<file path="src/pkg/icdl_map.svh">
// Offsets, field positions, reset values and timing counts of the recovery lane
//
// Function
// RULE1: Fabric receive clock is bank clock divided five
// RULE2: Lock valid rises after stream valid, then sticks
// RULE3: Generator makes four 625 MHz quadrature phases
// RULE4: Delay code equals quarter of phase period
// RULE5: Word rotate input only with rotate option
// RULE6: Lane reset clears lane, not delay loop
// RULE7: Delay line selects toggle on A/B switch
// RULE8: Early/late flag edges inside minimum window
// RULE9: Recovery locked asserts and holds until reset
// RULE10: Phase switch output toggles per phase shift
// RULE11: Direction with early/late shows shift sense
// RULE12: Early and late with switch mean jitter
// RULE13: Diagnostic outputs only with diagnostic option; code gates only the delay line selects, other diagnostics always drive
// RULE14: Fixed ratio five, no divider choice
// RULE15: Transmit uses first generator output clock
// RULE16: Shared generator needs same rate and group
// RULE17: Stream valid driven only when stream valid
// RULE18: Pause toggle resyncs state, drops rotation
// RULE19: Each rotate shifts word by one position
// RULE20: One 10-bit word per fabric clock cycle
`ifndef ICDL_MAP_SVH
`define ICDL_MAP_SVH

// ----------------------------------------
// Register offsets
// ----------------------------------------
`define ICDL_OFS_CTRL 4'h0
`define ICDL_OFS_STATUS 4'h4
`define ICDL_OFS_DELAY 4'h8
`define ICDL_OFS_RXWORD 4'hc

// ----------------------------------------
// Fields and reset values
// ----------------------------------------
`define ICDL_CTRL_SRST 0
`define ICDL_CTRL_WIN_LO 4
`define ICDL_CTRL_WIN_HI 6
`define ICDL_WIN_RESET 3'h1
`define ICDL_RESP_OKAY 2'h0
`define ICDL_RESP_SLVERR 2'h2

// ----------------------------------------
// Timing
// ----------------------------------------
`define ICDL_REF_MHZ 125
`define ICDL_PHASE_MHZ 625
`define ICDL_QTR_PS (1000000 / `ICDL_PHASE_MHZ / 4)
`define ICDL_DIV_RATIO 5
`define ICDL_WORD_BITS (2 * `ICDL_DIV_RATIO)
`define ICDL_LOCK_EDGES 16
`define ICDL_DLL_SETTLE 8

`endif

</file>
<file path="src/pkg/icdl_pkg.sv">
// Types of the recovery lane
`include "icdl_map.svh"
package icdl_pkg;
  typedef enum logic [1:0] {RX_HUNT, RX_TRACK, RX_LOCKED} icdl_rx_e;
  typedef enum logic {TX_WAIT, TX_RUN} icdl_tx_e;
  typedef logic [`ICDL_WORD_BITS-1:0] icdl_word_t;
endpackage

</file>
<file path="src/core/icdl_axil_slave.sv">
// AXI4-Lite slave front end of the recovery lane
`timescale 1ns/1ns
`include "icdl_map.svh"
module icdl_axil_slave (
  // Clock, reset, enable
  input wire logic aclk,
  input wire logic aresetn,
  input wire logic ce,
  // Write channels
  input wire logic [3:0] awaddr,
  input wire logic awvalid,
  output logic awready,
  input wire logic [31:0] wdata,
  input wire logic [3:0] wstrb,
  input wire logic wvalid,
  output logic wready,
  output logic [1:0] bresp,
  output logic bvalid,
  input wire logic bready,
  // Read channels
  input wire logic [3:0] araddr,
  input wire logic arvalid,
  output logic arready,
  output logic [31:0] rdata,
  output logic [1:0] rresp,
  output logic rvalid,
  input wire logic rready,
  // Register side
  output logic wr_stb,
  output logic [3:0] wr_addr,
  output logic [31:0] wr_data,
  output logic [3:0] wr_strb,
  input wire logic wr_ok,
  input wire logic [31:0] rd_data,
  input wire logic rd_ok
);
  logic aw_held;
  logic w_held;

  assign awready = ce && !aw_held && !bvalid;
  assign wready = ce && !w_held && !bvalid;
  assign arready = ce && !rvalid;
  assign wr_stb = ce && aw_held && w_held && !bvalid;

  always_ff @(posedge aclk) begin
    if (!aresetn) begin
      aw_held <= 1'b0;
      wr_addr <= 4'h0;
    end else if (awvalid && awready) begin
      aw_held <= 1'b1;
      wr_addr <= awaddr;
    end else if (wr_stb) begin
      aw_held <= 1'b0;
    end
  end

  always_ff @(posedge aclk) begin
    if (!aresetn) begin
      w_held <= 1'b0;
      wr_data <= 32'h0;
      wr_strb <= 4'h0;
    end else if (wvalid && wready) begin
      w_held <= 1'b1;
      wr_data <= wdata;
      wr_strb <= wstrb;
    end else if (wr_stb) begin
      w_held <= 1'b0;
    end
  end

  always_ff @(posedge aclk) begin
    if (!aresetn) begin
      bvalid <= 1'b0;
      bresp <= `ICDL_RESP_OKAY;
    end else if (wr_stb) begin
      bvalid <= 1'b1;
      bresp <= wr_ok ? `ICDL_RESP_OKAY : `ICDL_RESP_SLVERR;
    end else if (ce && bready) begin
      bvalid <= 1'b0;
    end
  end

  // Read data is sampled from the decode at the address handshake
  always_ff @(posedge aclk) begin
    if (!aresetn) begin
      rvalid <= 1'b0;
      rdata <= 32'h0;
      rresp <= `ICDL_RESP_OKAY;
    end else if (arvalid && arready) begin
      rvalid <= 1'b1;
      rdata <= rd_data;
      rresp <= rd_ok ? `ICDL_RESP_OKAY : `ICDL_RESP_SLVERR;
    end else if (ce && rready) begin
      rvalid <= 1'b0;
    end
  end
endmodule // icdl_axil_slave

</file>
<file path="src/core/icdl_lane.sv">
// Clock and data recovery lane with serialiser and register slave
`timescale 1ns/1ns
`include "icdl_map.svh"
module icdl_lane #(
  parameter bit WORD_ROTATE_OPTION = 1'b1,
  parameter bit DIAG_OPTION = 1'b1,
  parameter int TAP_PS = 25,
  parameter int WORD_W = `ICDL_WORD_BITS
) (
  // Clock, reset, enable
  input wire logic aclk,
  input wire logic aresetn,
  input wire logic ce,
  // Register bus
  input wire logic [3:0] s_axil_awaddr,
  input wire logic s_axil_awvalid,
  output logic s_axil_awready,
  input wire logic [31:0] s_axil_wdata,
  input wire logic [3:0] s_axil_wstrb,
  input wire logic s_axil_wvalid,
  output logic s_axil_wready,
  output logic [1:0] s_axil_bresp,
  output logic s_axil_bvalid,
  input wire logic s_axil_bready,
  input wire logic [3:0] s_axil_araddr,
  input wire logic s_axil_arvalid,
  output logic s_axil_arready,
  output logic [31:0] s_axil_rdata,
  output logic [1:0] s_axil_rresp,
  output logic s_axil_rvalid,
  input wire logic s_axil_rready,
  // Serial pins
  input wire logic rx_p,
  input wire logic rx_n,
  output logic tx_p,
  output logic tx_n,
  // Lane control pins
  input wire logic stream_valid,
  input wire logic bank_clock_pause,
  input wire logic word_rotate,
  // Fabric receive side
  output logic rx_fabric_clk,
  output logic [WORD_W-1:0] rx_word,
  output logic rx_word_valid,
  output logic lock_valid,
  // Fabric transmit side
  output logic tx_fabric_clk,
  input wire logic [WORD_W-1:0] tx_word,
  output logic tx_word_take,
  // Diagnostics
  output logic [10:0] delay_line_a_select,
  output logic [10:0] delay_line_b_select,
  output logic monitor_early_flag,
  output logic monitor_late_flag,
  output logic recovery_locked,
  output logic phase_switch,
  output logic shift_direction_flag
);
  // ----------------------------------------
  // Elaboration checks
  // ----------------------------------------
  localparam int QTR_CODE = `ICDL_QTR_PS / TAP_PS;
  if (TAP_PS < 1 || QTR_CODE > 127) begin : g_bad_tap
    $error("TAP_PS gives a delay code outside 7 bits");
  end
  if (WORD_W != `ICDL_WORD_BITS) begin : g_bad_word // RULE14
    $error("Only a ratio of five is supported");
  end

  // ----------------------------------------
  // Pin synchronisers
  // ----------------------------------------
  localparam int NSYNC = 5;
  logic [NSYNC-1:0] pin_raw;
  logic [NSYNC-1:0] sync1;
  logic [NSYNC-1:0] sync2;
  assign pin_raw = {word_rotate, bank_clock_pause, stream_valid, rx_n, rx_p};
  for (genvar i = 0; i < NSYNC; i++) begin : g_sync
    always_ff @(posedge aclk) begin
      if (!aresetn) begin
        sync1[i] <= 1'b0;
        sync2[i] <= 1'b0;
      end else if (ce) begin
        sync1[i] <= pin_raw[i];
        sync2[i] <= sync1[i];
      end
    end
  end
  logic rx_bit;
  assign rx_bit = sync2[0] & ~sync2[1];

  // ----------------------------------------
  // Registers and resets
  // ----------------------------------------
  logic soft_reset;
  logic [2:0] window;
  logic lane_rst;
  logic pause_q;
  logic rot_q;
  logic resync;
  logic rotate_stb;
  assign lane_rst = !aresetn || soft_reset; // RULE6
  assign resync = lane_rst || (ce && (pause_q ^ sync2[3])); // RULE18
  assign rotate_stb = WORD_ROTATE_OPTION && (rot_q ^ sync2[4]) && sync2[4]; // RULE5

  always_ff @(posedge aclk) begin
    if (!aresetn) begin
      pause_q <= 1'b0;
      rot_q <= 1'b0;
    end else if (ce) begin
      pause_q <= sync2[3];
      rot_q <= sync2[4];
    end
  end

  // ----------------------------------------
  // Clock generator and delay loop
  // ----------------------------------------
  logic [1:0] phase;
  logic [6:0] dll_code;
  logic dll_locked;
  logic [3:0] dll_cnt;

  always_ff @(posedge aclk) begin
    if (!aresetn) begin
      phase <= 2'h0;
    end else if (ce) begin
      phase <= phase + 2'h1; // RULE3
    end
  end

  // Only the bus reset reaches the delay loop
  always_ff @(posedge aclk) begin
    if (!aresetn) begin
      dll_cnt <= 4'h0;
      dll_code <= 7'h0;
      dll_locked <= 1'b0;
    end else if (ce && !dll_locked) begin // RULE6
      dll_cnt <= dll_cnt + 4'h1;
      if (dll_cnt == 4'(`ICDL_DLL_SETTLE - 1)) begin
        dll_code <= 7'(QTR_CODE); // RULE4
        dll_locked <= 1'b1;
      end
    end
  end

  // ----------------------------------------
  // Phase tracking
  // ----------------------------------------
  icdl_pkg::icdl_rx_e rx_state;
  logic [1:0] sel;
  logic prev_bit;
  logic [1:0] off;
  logic edge_seen;
  logic hit_early;
  logic hit_late;
  logic [2:0] early_cnt;
  logic [2:0] late_cnt;
  logic shift_up;
  logic shift_dn;
  logic [4:0] good_cnt;
  logic dl_sel;
  assign edge_seen = ce && (rx_bit != prev_bit) && rx_state != icdl_pkg::RX_HUNT;
  assign off = phase - sel;
  assign hit_early = edge_seen && (off == 2'h1 || off == 2'h0); // RULE8
  assign hit_late = edge_seen && (off == 2'h3 || off == 2'h0); // RULE8
  assign shift_dn = hit_early && !hit_late && early_cnt + 3'h1 >= window;
  assign shift_up = hit_late && !hit_early && late_cnt + 3'h1 >= window;

  always_ff @(posedge aclk) begin
    if (resync) begin
      prev_bit <= 1'b0;
      early_cnt <= 3'h0;
      late_cnt <= 3'h0;
    end else if (ce) begin
      prev_bit <= rx_bit;
      if (shift_dn || shift_up) begin
        early_cnt <= 3'h0;
        late_cnt <= 3'h0;
      end else begin
        early_cnt <= early_cnt + 3'(hit_early && !hit_late);
        late_cnt <= late_cnt + 3'(hit_late && !hit_early);
      end
    end
  end

  always_ff @(posedge aclk) begin
    if (lane_rst) begin
      sel <= 2'h0;
      dl_sel <= 1'b0;
      phase_switch <= 1'b0;
      shift_direction_flag <= 1'b0;
    end else if (shift_up || shift_dn) begin
      sel <= shift_up ? sel + 2'h1 : sel - 2'h1;
      phase_switch <= ~phase_switch; // RULE10
      shift_direction_flag <= shift_up; // RULE11
      if ((shift_up && sel == 2'h3) || (shift_dn && sel == 2'h0)) begin
        dl_sel <= ~dl_sel; // RULE7
      end
    end
  end

  always_ff @(posedge aclk) begin
    if (lane_rst) begin
      monitor_early_flag <= 1'b0;
      monitor_late_flag <= 1'b0;
    end else if (edge_seen) begin
      monitor_early_flag <= hit_early; // RULE8
      monitor_late_flag <= hit_late; // RULE12
    end
  end

  // ----------------------------------------
  // Lock state machine
  // ----------------------------------------
  always_ff @(posedge aclk) begin
    if (resync) begin
      rx_state <= icdl_pkg::RX_HUNT;
      good_cnt <= 5'h0;
    end else if (ce) begin
      case (rx_state)
        icdl_pkg::RX_HUNT: begin
          if (sync2[2] && dll_locked) begin
            rx_state <= icdl_pkg::RX_TRACK; // RULE2
          end
        end
        icdl_pkg::RX_TRACK: begin
          if (shift_up || shift_dn || (hit_early && hit_late)) begin
            good_cnt <= 5'h0;
          end else if (edge_seen) begin
            good_cnt <= good_cnt + 5'h1;
            if (good_cnt == 5'(`ICDL_LOCK_EDGES - 1)) begin
              rx_state <= icdl_pkg::RX_LOCKED;
            end
          end
        end
        icdl_pkg::RX_LOCKED: begin
          rx_state <= icdl_pkg::RX_LOCKED;
        end
        default: begin
          rx_state <= icdl_pkg::RX_HUNT;
        end
      endcase
    end
  end

  // Lock flags hold across stream loss and pause
  always_ff @(posedge aclk) begin
    if (lane_rst) begin
      lock_valid <= 1'b0;
      recovery_locked <= 1'b0;
    end else if (ce && rx_state == icdl_pkg::RX_LOCKED) begin
      lock_valid <= 1'b1; // RULE2
      recovery_locked <= 1'b1; // RULE9
    end
  end

  // ----------------------------------------
  // Receive deserialiser
  // ----------------------------------------
  logic [WORD_W-1:0] rx_shift;
  logic [3:0] rx_cnt;
  logic rx_stb;
  logic [WORD_W-1:0] rx_full;
  assign rx_stb = ce && phase == sel && rx_state != icdl_pkg::RX_HUNT;
  assign rx_full = {rx_bit, rx_shift[WORD_W-1:1]};

  always_ff @(posedge aclk) begin
    if (resync) begin
      rx_shift <= '0;
      rx_cnt <= 4'h0;
      rx_fabric_clk <= 1'b0;
    end else if (rx_stb) begin
      rx_shift <= rx_full;
      rx_cnt <= (rx_cnt == 4'(WORD_W - 1)) ? 4'h0 : rx_cnt + 4'h1;
      if (rx_cnt == 4'(`ICDL_DIV_RATIO - 1) || rx_cnt == 4'(WORD_W - 1)) begin
        rx_fabric_clk <= ~rx_fabric_clk; // RULE1
      end
    end
  end

  icdl_word_rotate #(
    .WORD_W(WORD_W)
  ) u_rotate (
    .aclk(aclk),
    .clear(resync),
    .ce(ce),
    .rotate_stb(rotate_stb),
    .word_in(rx_full),
    .word_stb(rx_stb && rx_cnt == 4'(WORD_W - 1)), // RULE20
    .word_out(rx_word),
    .word_valid(rx_word_valid)
  );

  // ----------------------------------------
  // Transmit serialiser
  // ----------------------------------------
  icdl_pkg::icdl_tx_e tx_state;
  logic [WORD_W-1:0] tx_shift;
  logic [3:0] tx_cnt;
  logic tx_slot;
  assign tx_slot = ce && phase == 2'h0; // RULE15

  always_ff @(posedge aclk) begin
    if (resync) begin
      tx_state <= icdl_pkg::TX_WAIT;
      tx_shift <= '0;
      tx_cnt <= 4'h0;
      tx_word_take <= 1'b0;
      tx_fabric_clk <= 1'b0;
    end else if (ce) begin
      tx_word_take <= 1'b0;
      case (tx_state)
        icdl_pkg::TX_WAIT: begin
          if (tx_slot) begin
            tx_state <= icdl_pkg::TX_RUN;
            tx_shift <= tx_word;
            tx_word_take <= 1'b1; // RULE20
          end
        end
        icdl_pkg::TX_RUN: begin
          if (tx_slot) begin
            tx_cnt <= (tx_cnt == 4'(WORD_W - 1)) ? 4'h0 : tx_cnt + 4'h1;
            if (tx_cnt == 4'(`ICDL_DIV_RATIO - 1) || tx_cnt == 4'(WORD_W - 1)) begin
              tx_fabric_clk <= ~tx_fabric_clk; // RULE14
            end
            if (tx_cnt == 4'(WORD_W - 1)) begin
              tx_shift <= tx_word;
              tx_word_take <= 1'b1;
            end else begin
              tx_shift <= {1'b0, tx_shift[WORD_W-1:1]};
            end
          end
        end
        default: begin
          tx_state <= icdl_pkg::TX_WAIT;
        end
      endcase
    end
  end

  always_ff @(posedge aclk) begin
    if (lane_rst) begin
      tx_p <= 1'b0;
      tx_n <= 1'b1;
    end else if (ce) begin
      tx_p <= tx_state == icdl_pkg::TX_RUN && tx_shift[0];
      tx_n <= !(tx_state == icdl_pkg::TX_RUN && tx_shift[0]);
    end
  end

  assign delay_line_a_select = DIAG_OPTION ? {9'h0, dl_sel, dl_sel} : 11'h0; // RULE13
  assign delay_line_b_select = DIAG_OPTION ? {9'h0, ~dl_sel, ~dl_sel} : 11'h0;

  // ----------------------------------------
  // Register file
  // ----------------------------------------
  logic wr_stb;
  logic [3:0] wr_addr;
  logic [31:0] wr_data;
  logic [3:0] wr_strb;
  logic [31:0] rd_data;
  logic rd_ok;
  logic wr_ok;
  assign wr_ok = wr_addr inside {`ICDL_OFS_CTRL, `ICDL_OFS_STATUS, `ICDL_OFS_DELAY,
    `ICDL_OFS_RXWORD};

  always_ff @(posedge aclk) begin
    if (!aresetn) begin
      soft_reset <= 1'b0;
      window <= `ICDL_WIN_RESET;
    end else if (wr_stb && wr_addr == `ICDL_OFS_CTRL && wr_strb[0]) begin
      soft_reset <= wr_data[`ICDL_CTRL_SRST];
      window <= wr_data[`ICDL_CTRL_WIN_HI:`ICDL_CTRL_WIN_LO];
    end
  end

  always_comb begin
    rd_data = 32'h0;
    rd_ok = 1'b1;
    case (s_axil_araddr)
      `ICDL_OFS_CTRL: rd_data = {25'h0, window, 3'h0, soft_reset};
      `ICDL_OFS_STATUS: rd_data = {22'h0, dl_sel, dll_locked, monitor_late_flag,
        monitor_early_flag, shift_direction_flag, phase_switch, rx_fabric_clk,
        tx_fabric_clk, recovery_locked, lock_valid};
      `ICDL_OFS_DELAY: rd_data = {25'h0, dll_code};
      `ICDL_OFS_RXWORD: rd_data = {22'h0, rx_word};
      default: rd_ok = 1'b0;
    endcase
  end

  icdl_axil_slave u_slave (
    .aclk(aclk),
    .aresetn(aresetn),
    .ce(ce),
    .awaddr(s_axil_awaddr),
    .awvalid(s_axil_awvalid),
    .awready(s_axil_awready),
    .wdata(s_axil_wdata),
    .wstrb(s_axil_wstrb),
    .wvalid(s_axil_wvalid),
    .wready(s_axil_wready),
    .bresp(s_axil_bresp),
    .bvalid(s_axil_bvalid),
    .bready(s_axil_bready),
    .araddr(s_axil_araddr),
    .arvalid(s_axil_arvalid),
    .arready(s_axil_arready),
    .rdata(s_axil_rdata),
    .rresp(s_axil_rresp),
    .rvalid(s_axil_rvalid),
    .rready(s_axil_rready),
    .wr_stb(wr_stb),
    .wr_addr(wr_addr),
    .wr_data(wr_data),
    .wr_strb(wr_strb),
    .wr_ok(wr_ok),
    .rd_data(rd_data),
    .rd_ok(rd_ok)
  );
endmodule // icdl_lane

</file>
<file path="src/core/icdl_word_rotate.sv">
// Rotation of the deserialised receive word
`timescale 1ns/1ns
`include "icdl_map.svh"
module icdl_word_rotate #(
  parameter int WORD_W = `ICDL_WORD_BITS
) (
  // Clock, reset, enable
  input wire logic aclk,
  input wire logic clear,
  input wire logic ce,
  // Control and data
  input wire logic rotate_stb,
  input wire logic [WORD_W-1:0] word_in,
  input wire logic word_stb,
  output logic [WORD_W-1:0] word_out,
  output logic word_valid
);
  logic [3:0] offset;

  function automatic logic [WORD_W-1:0] rot(input logic [WORD_W-1:0] w, input logic [3:0] n);
    logic [2*WORD_W-1:0] d;
    d = {w, w} >> n;
    return d[WORD_W-1:0];
  endfunction

  always_ff @(posedge aclk) begin
    if (clear) begin
      offset <= 4'h0; // RULE18
    end else if (ce && rotate_stb) begin
      offset <= (offset == 4'(WORD_W - 1)) ? 4'h0 : offset + 4'h1; // RULE19
    end
  end

  always_ff @(posedge aclk) begin
    if (clear) begin
      word_out <= '0;
      word_valid <= 1'b0;
    end else if (ce) begin
      word_valid <= word_stb;
      if (word_stb) begin
        word_out <= rot(word_in, offset); // RULE19
      end
    end
  end
endmodule // icdl_word_rotate

</file>
<file path="config.mk">
export PLATFORM = sky130hd
export DESIGN_NAME = icdl_lane
export DESIGN_NICKNAME = d
export VERILOG_FILES = /design/src/pkg/icdl_pkg.sv /design/src/core/icdl_axil_slave.sv /design/src/core/icdl_lane.sv /design/src/core/icdl_word_rotate.sv
export VERILOG_INCLUDE_DIRS = /design/src /design/src/pkg
export SDC_FILE = /design/constraint.sdc
export NUM_CORES = 1
export LEC_CHECK = 0
export BUFFER_PORTS_ARGS = -buffer_cell sky130_fd_sc_hd__clkbuf_2
export CORE_UTILIZATION = 40
export CTS_CLUSTER_SIZE = 10
export DETAILED_ROUTE_END_ITERATION = 12
export PLACE_DENSITY = 0.72
export SYNTH_ARGS = -nofsm -noshare
export SYNTH_HDL_FRONTEND = slang
export SYNTH_SLANG_ARGS = --single-unit
</file>
<file path="constraint.sdc">
create_clock -name aclk -period 3.2 [get_ports aclk]
set_clock_uncertainty 0.1 [all_clocks]
set_input_delay 0.48 -clock aclk [delete_from_list [all_inputs] [get_ports aclk]]
set_output_delay 0.48 -clock aclk [all_outputs]
set_load 0.02 [all_outputs]
</file>
# After elaboration in Yosys (flattened, before gate mapping)
# Index checks and enable logic that the tools add are counted.
word_totals:
  out_inout_bits: 85
  word_cells: 214
  input_bits: 67
  ff_bits: 146
op_classes:
  n_bitwise: 9
  n_addsub: 13
  mux: 33
  n_shift: 1
  n_lt_le_gt_ge: 2
  reduce_logical: 78
  eq_ne: 26
ops:
  columns: ["operator", "n"]
  rows:
  - ["$pmux W10 S4", 1]
  - ["$logic_and A1 B1 Y1", 37]
  - ["$mux W10", 3]
  - ["$eq A4 B4 Y1 const B", 7]
  - ["$eq A4 B3 Y1 const B", 5]
  - ["$pmux W10 S2", 1]
  - ["$shr A20 B4 Y10", 1]
  - ["$add A4 B1 Y4 const B", 4]
  - ["$mux W2", 7]
  - ["$mux W1", 12]
  - ["$mux W4", 3]
  - ["$reduce_bool A2 Y1", 6]
  - ["$mux W5", 2]
  - ["$ne A2 B2 Y1 const B", 5]
  - ["$logic_not A1 Y1", 9]
  - ["$logic_or A1 B1 Y1", 9]
  - ["$reduce_and A3 Y1", 3]
  - ["$logic_not A2 Y1", 4]
  - ["$logic_not A4 Y1", 2]
  - ["$reduce_and A2 Y1", 4]
  - ["$add A3 B1 Y3", 2]
  - ["$add A3 B1 Y3 const B", 2]
  - ["$eq A2 B2 Y1 const B", 3]
  - ["$ge A3 B3 Y1", 2]
  - ["19 further kinds", 28]

# Logic depth before layout (Yosys ltp)
depth:
  word_depth: 13
  mapped_depth: 12

# Cells and area by module
# A second synthesis with hierarchy kept.
hier_totals:
  cells_unflattened: 908
  hier_area_um2: 8460.6
modules_own_cells:
  columns: ["module", "area_each_um2", "seq_area_each_um2", "cells_per_inst", "instances"]
  rows:
  - ["icdl_lane", 4057.6, 1561.5, 442, 1]
  - ["icdl_axil_slave", 3198.1, 1561.5, 345, 1]
  - ["icdl_word_rotate", 1204.9, 300.3, 121, 1]

# Least setup slack after synthesis
# OpenSTA, ideal clock, no wires.
synth_path:
  path_kind: "reg2reg"
  from: "register phase[0]"
  to: "register late_cnt[2]"
  arrival_ns: 2.095
  setup_slack_ns: 0.927
  setup_ns: 0.078
  stages_incl_launch_ff: 13
  period_less_slack_ns: 2.273
  path_cell_list: "dfxtp_1 inv_1 ha_1 inv_1 ha_1 or2_2 clkbuf_1 nor3_1 ha_1 ha_1 nand2_1 xor2_1 nor3_1"
synth_via:
  elab_chain_cells: 9
synth_lines:
  columns: ["element", "line", "rtl"]
  rows:
  - ["from (decl)", "icdl_lane.sv:119", "logic [1:0] phase;"]
  - ["from (signal assigned)", "icdl_lane.sv:128", "phase <= phase + 2'h1;"]
  - ["$sub A2 B2 Y2 *", "icdl_lane.sv:164", "assign off = phase - sel;"]
  - ["branches (longest 7 deep; another with $add A3 B1 Y3)", null, null]
  - ["$mux W3 *", "icdl_lane.sv:177", "if (shift_dn || shift_up) begin"]
  - ["to (signal assigned)", "icdl_lane.sv:182", "late_cnt <= late_cnt + 3'(hit_late && !hit_early);"]
  - ["to (decl)", "icdl_lane.sv:158", "logic [2:0] late_cnt;"]
# Every way passes the cells marked *.
# A chain may end at the register's enable or synchronous reset.

# Worst setup path in the final report
layout_path:
  from: "register late_cnt[0]"
  to: "register good_cnt[4]"
layout_via:
  elab_chain_cells: 7
layout_lines:
  columns: ["element", "line", "rtl"]
  rows:
  - ["$add A3 B1 Y3 *", "icdl_lane.sv:168", "assign shift_up = hit_late && !hit_early && late_cnt + 3'h1 >= window;"]
  - ["$ge A3 B3 Y1 *", "icdl_lane.sv:168", null]
  - ["$logic_and A1 B1 Y1 *", "icdl_lane.sv:168", null]
  - ["$logic_or A1 B1 Y1 * (2 in series)", "icdl_lane.sv:228", "if (shift_up || shift_dn || (hit_early && hit_late)) begin"]
  - ["$reduce_bool A2 Y1 (no source line)", null, null]
  - ["$reduce_and A3 Y1 (no source line)", null, null]
  - ["to (signal assigned)", "icdl_lane.sv:231", "good_cnt <= good_cnt + 5'h1;"]
  - ["to (decl)", "icdl_lane.sv:161", "logic [4:0] good_cnt;"]
# Every way passes the cells marked *; elsewhere a longest branch is shown, timed or not.

==> results.toml <==
[status]
outcome = "finished, final reports clean"

[sta]
max_freq_ghz = 0.393
slew_headroom_pct = 47.6
worst_slew_pin_slew_ps = 780
timing.final.crit_period_ps = 2550
min_period_over_period_pct = 79.6
grt_setup_unrepaired = "false"
totalNegativeSetupSlack_ps = 0
final-hold-violation-count = 0
final-setup-viol-count = 0
timing_max_transition_violations_final = 0
setup_slack_ps = 653

[synth]
seq_area_frac_synth_pct = 37.6
synth_area_per_cell_um2 = 9.23
async_flop_share_pct = 0
yosysTopAreaCellShare_pct = 37.6
synthTopCellsByArea = "sky130_fd_sc_hd__dfxtp_1 38%, sky130_fd_sc_hd__mux2i_1 11%, sky130_fd_sc_hd__buf_4 5.7%, sky130_fd_sc_hd__nor2b_1 4.8%, sky130_fd_sc_hd__ha_1 4.4%"
synth_largest_area_cell = "sky130_fd_sc_hd__dfxtp_1"
syn_area_um2 = 6280
postSynthRegisterBits = 118
synth.lib_cells_used.distinct = 59
synthCells = 681
synth_flop_cell = "sky130_fd_sc_hd__dfxtp_1"
synth_enable_flop_cells = 0
ys.warnings.count = 0

[power]
pwr-share-clk_pct = 48.1
vdd_drop_max_v = 0.000392
cellPowerDensity_nw_per_um2 = 495
power.leakage_nw = 2.98
p_comb_share_pct = 8.8
p_sw_w = 0.000867
seq_power_share_pct = 43.2
sw_frac_of_total_pct = 24.3
cell_internal_pwr_w = 0.00270

[cts]
cts.sinks = 118
tritoncts = "done"
htree_num_levels = 4
postCtsResizedCells = 0
number_of_buffers_on_the_longest_clock_path = 2
clkLatencyLatePin_ps = 410
root_buffer = "sky130_fd_sc_hd__clkbuf_16"
clkTransAtPathRegs_ps = 50
cts_setup_buffers = 0
cts_hold_buf = 0
cts-buffers-inserted = 17

[min_path]
min_delay_path_depth = 3
worstHoldPathType = "in2reg"

[finish]
mostFrequentLayoutCell = "sky130_fd_sc_hd__dfxtp_1"
most-common-layout-cells = "118 x sky130_fd_sc_hd__dfxtp_1, 78 x sky130_fd_sc_hd__clkbuf_2, 69 x sky130_fd_sc_hd__mux2i_1"
final_cell_count_no_fill = 971
nFillCells = 1479
fin_area_um2 = 7210
flow.area_growth_from_synthesis_pct = 14.7
nNetsFinal = 838
drive_gt1_share_pct = 19.3
num_antenna_cells = 0

[place]
pre_cts_ws_ps = 668
buffer_ports.inserted = 78
globalplace.congestion = 0.889
placement.cell_area_um2 = 6680
post-place-cells = 941
dp_hpwl_mm = 9.91

[critical_path]
worst_setup_end_kind = "flop"
signal_arrival_time_at_the_worst_endpoint_ps = 2720
crit_fanout = 5
worst_r2r_path_depth = 8
worst-setup-path-type = "reg2reg"
cp-start-kind = "flop"
critPathRequiredTime_ps = 3370

[floorplanning]
start_util_pct = 41.2
dieHeight_um = 127
core_area_um2 = 15300
ioPinCount = 152
fp.dieArea_um2 = 16200
core.rowCount = 45
die-width_um = 127

[run]
drv.max_cap_violation_count = 0

[grt]
grt_first_pass_wirelength_mm = 22.3
grt_antenna_before_repair = 0
grt_max_degree = 47
groute.usage.overall_pct = 17.6
gr-total-overflow = 0
via_count_of_the_first_global_routing_pass = 4393

[routing]
antenna_violating_nets_post_route = 0
routedWlPerCell_um = 14.0
via_per_instance_ratio = 4.97
initialDrtViolationCount = 295
number_of_detailed_routing_iterations_run_before_antenna_repair = 4
routed_wl_mm = 13.6
detail_route.drc_violations = 0
num_vias = 4823
[cells by family (layout without fill, tap and decap cells)]
group	count (synthesis)	count (layout)	share of synthesized area [%]
flops	118	118	37.6
compound gates	106	106	11.2
mux	86	86	15.3
other cells	1	42	0.0597
xor+xnor	23	23	3.33
simple gates	229	229	19.2
buf+inv	96	134	8.92
fa+ha+maj	22	22	4.38
[worst paths after layout]
path	from	end	slack (ps)
max	late_cnt[0]	good_cnt[4]	650
min	tx_word[9]	tx_shift[9]	220
max reg2reg	late_cnt[0]	good_cnt[4]	650
min reg2reg	tx_shift[9]	tx_shift[9]	370
[power by group through the flow]
stage | logic [W] | registers (W) | clock network [W]
finish | 0.000312 | 0.00154 | 0.00171
global route | 0.000346 | 0.00154 | 0.00184
CTS | 0.000313 | 0.00154 | 0.00175
detailed placement | 0.000312 | 0.00157 | 0
global placement | 0.000308 | 0.00157 | 0
floorplan | 0.000277 | 0.00157 | 0
[synthesized netlist by cell type, drive strengths merged (10+ instances only)]
library cell,n
dfxtp,118
mux2i,69
buf,59
nor2,55
nor2b,48
nand2,44
o21ai,27
a21oi,25
clkbuf,22
ha,22
nand3,19
a211oi,16
xor2,16
inv,13
nor3,12
a22oi,11
mux2,10
[metrics by stage]
step | power, W | util [%] | hold slack [ps]
5_1_grt | 0.00372 | 47.2 | 212
4_1_cts | 0.00360 | 47.2 | 202
6_report | 0.00356 | 47.2 | 221
3_3_place_gp | 0.00188 | 43.7 | 359
3_5_place_dp | 0.00188 | 43.7 | 367
2_1_floorplan | 0.00184 | - | 341
[sequential cells by signal, summed over array words and instances (netlist names), 2 cells and up]
signal	count
rx_shift	9
sync1	5
rx_cnt	4
dll_cnt	4
good_cnt	5
early_cnt	3
tx_shift	10
u_rotate.word_out	10
u_slave.wr_data	4
u_rotate.offset	4
sync2	5
phase	2
sel	2
u_slave.rdata	10
window	3
late_cnt	3
rx_state	2
tx_cnt	4
u_slave.wr_addr	4
[worst max-delay path, cell delays in order (launching register included)]
cell and delay, ps:
sky130_fd_sc_hd__dfxtp_1 340, sky130_fd_sc_hd__ha_1 210, sky130_fd_sc_hd__xor2_1 140, sky130_fd_sc_hd__ha_1 290
sky130_fd_sc_hd__nand2_1 50, sky130_fd_sc_hd__o21ai_0 460, sky130_fd_sc_hd__o211ai_1 230, sky130_fd_sc_hd__o21ai_0 500
sky130_fd_sc_hd__a211oi_1 100
[final cells by class]
| class | instances | area, µm² | area share, % |
|---|---|---|---|
| multi-input combinational | 508 | 3520 | 48.8 |
| sequential | 118 | 2360 | 32.8 |
| timing repair buffer | 89 | 473 | 6.56 |
| clock buffer | 21 | 450 | 6.25 |
| tap | 211 | 264 | 3.66 |
| clock inverter | 9 | 81.3 | 1.13 |
| inverter | 15 | 56.3 | 0.781 |
[layer usage]
metal	up-vias	global-route usage, %	part of all wire (%)
li1	2443	-	-
met1	2248	23.7	49
met2	119	26.8	45
met3	13	5.19	4.7
met4	0	6.16	1.4
met5	-	0	0
(Power assumes the default switching activity.)
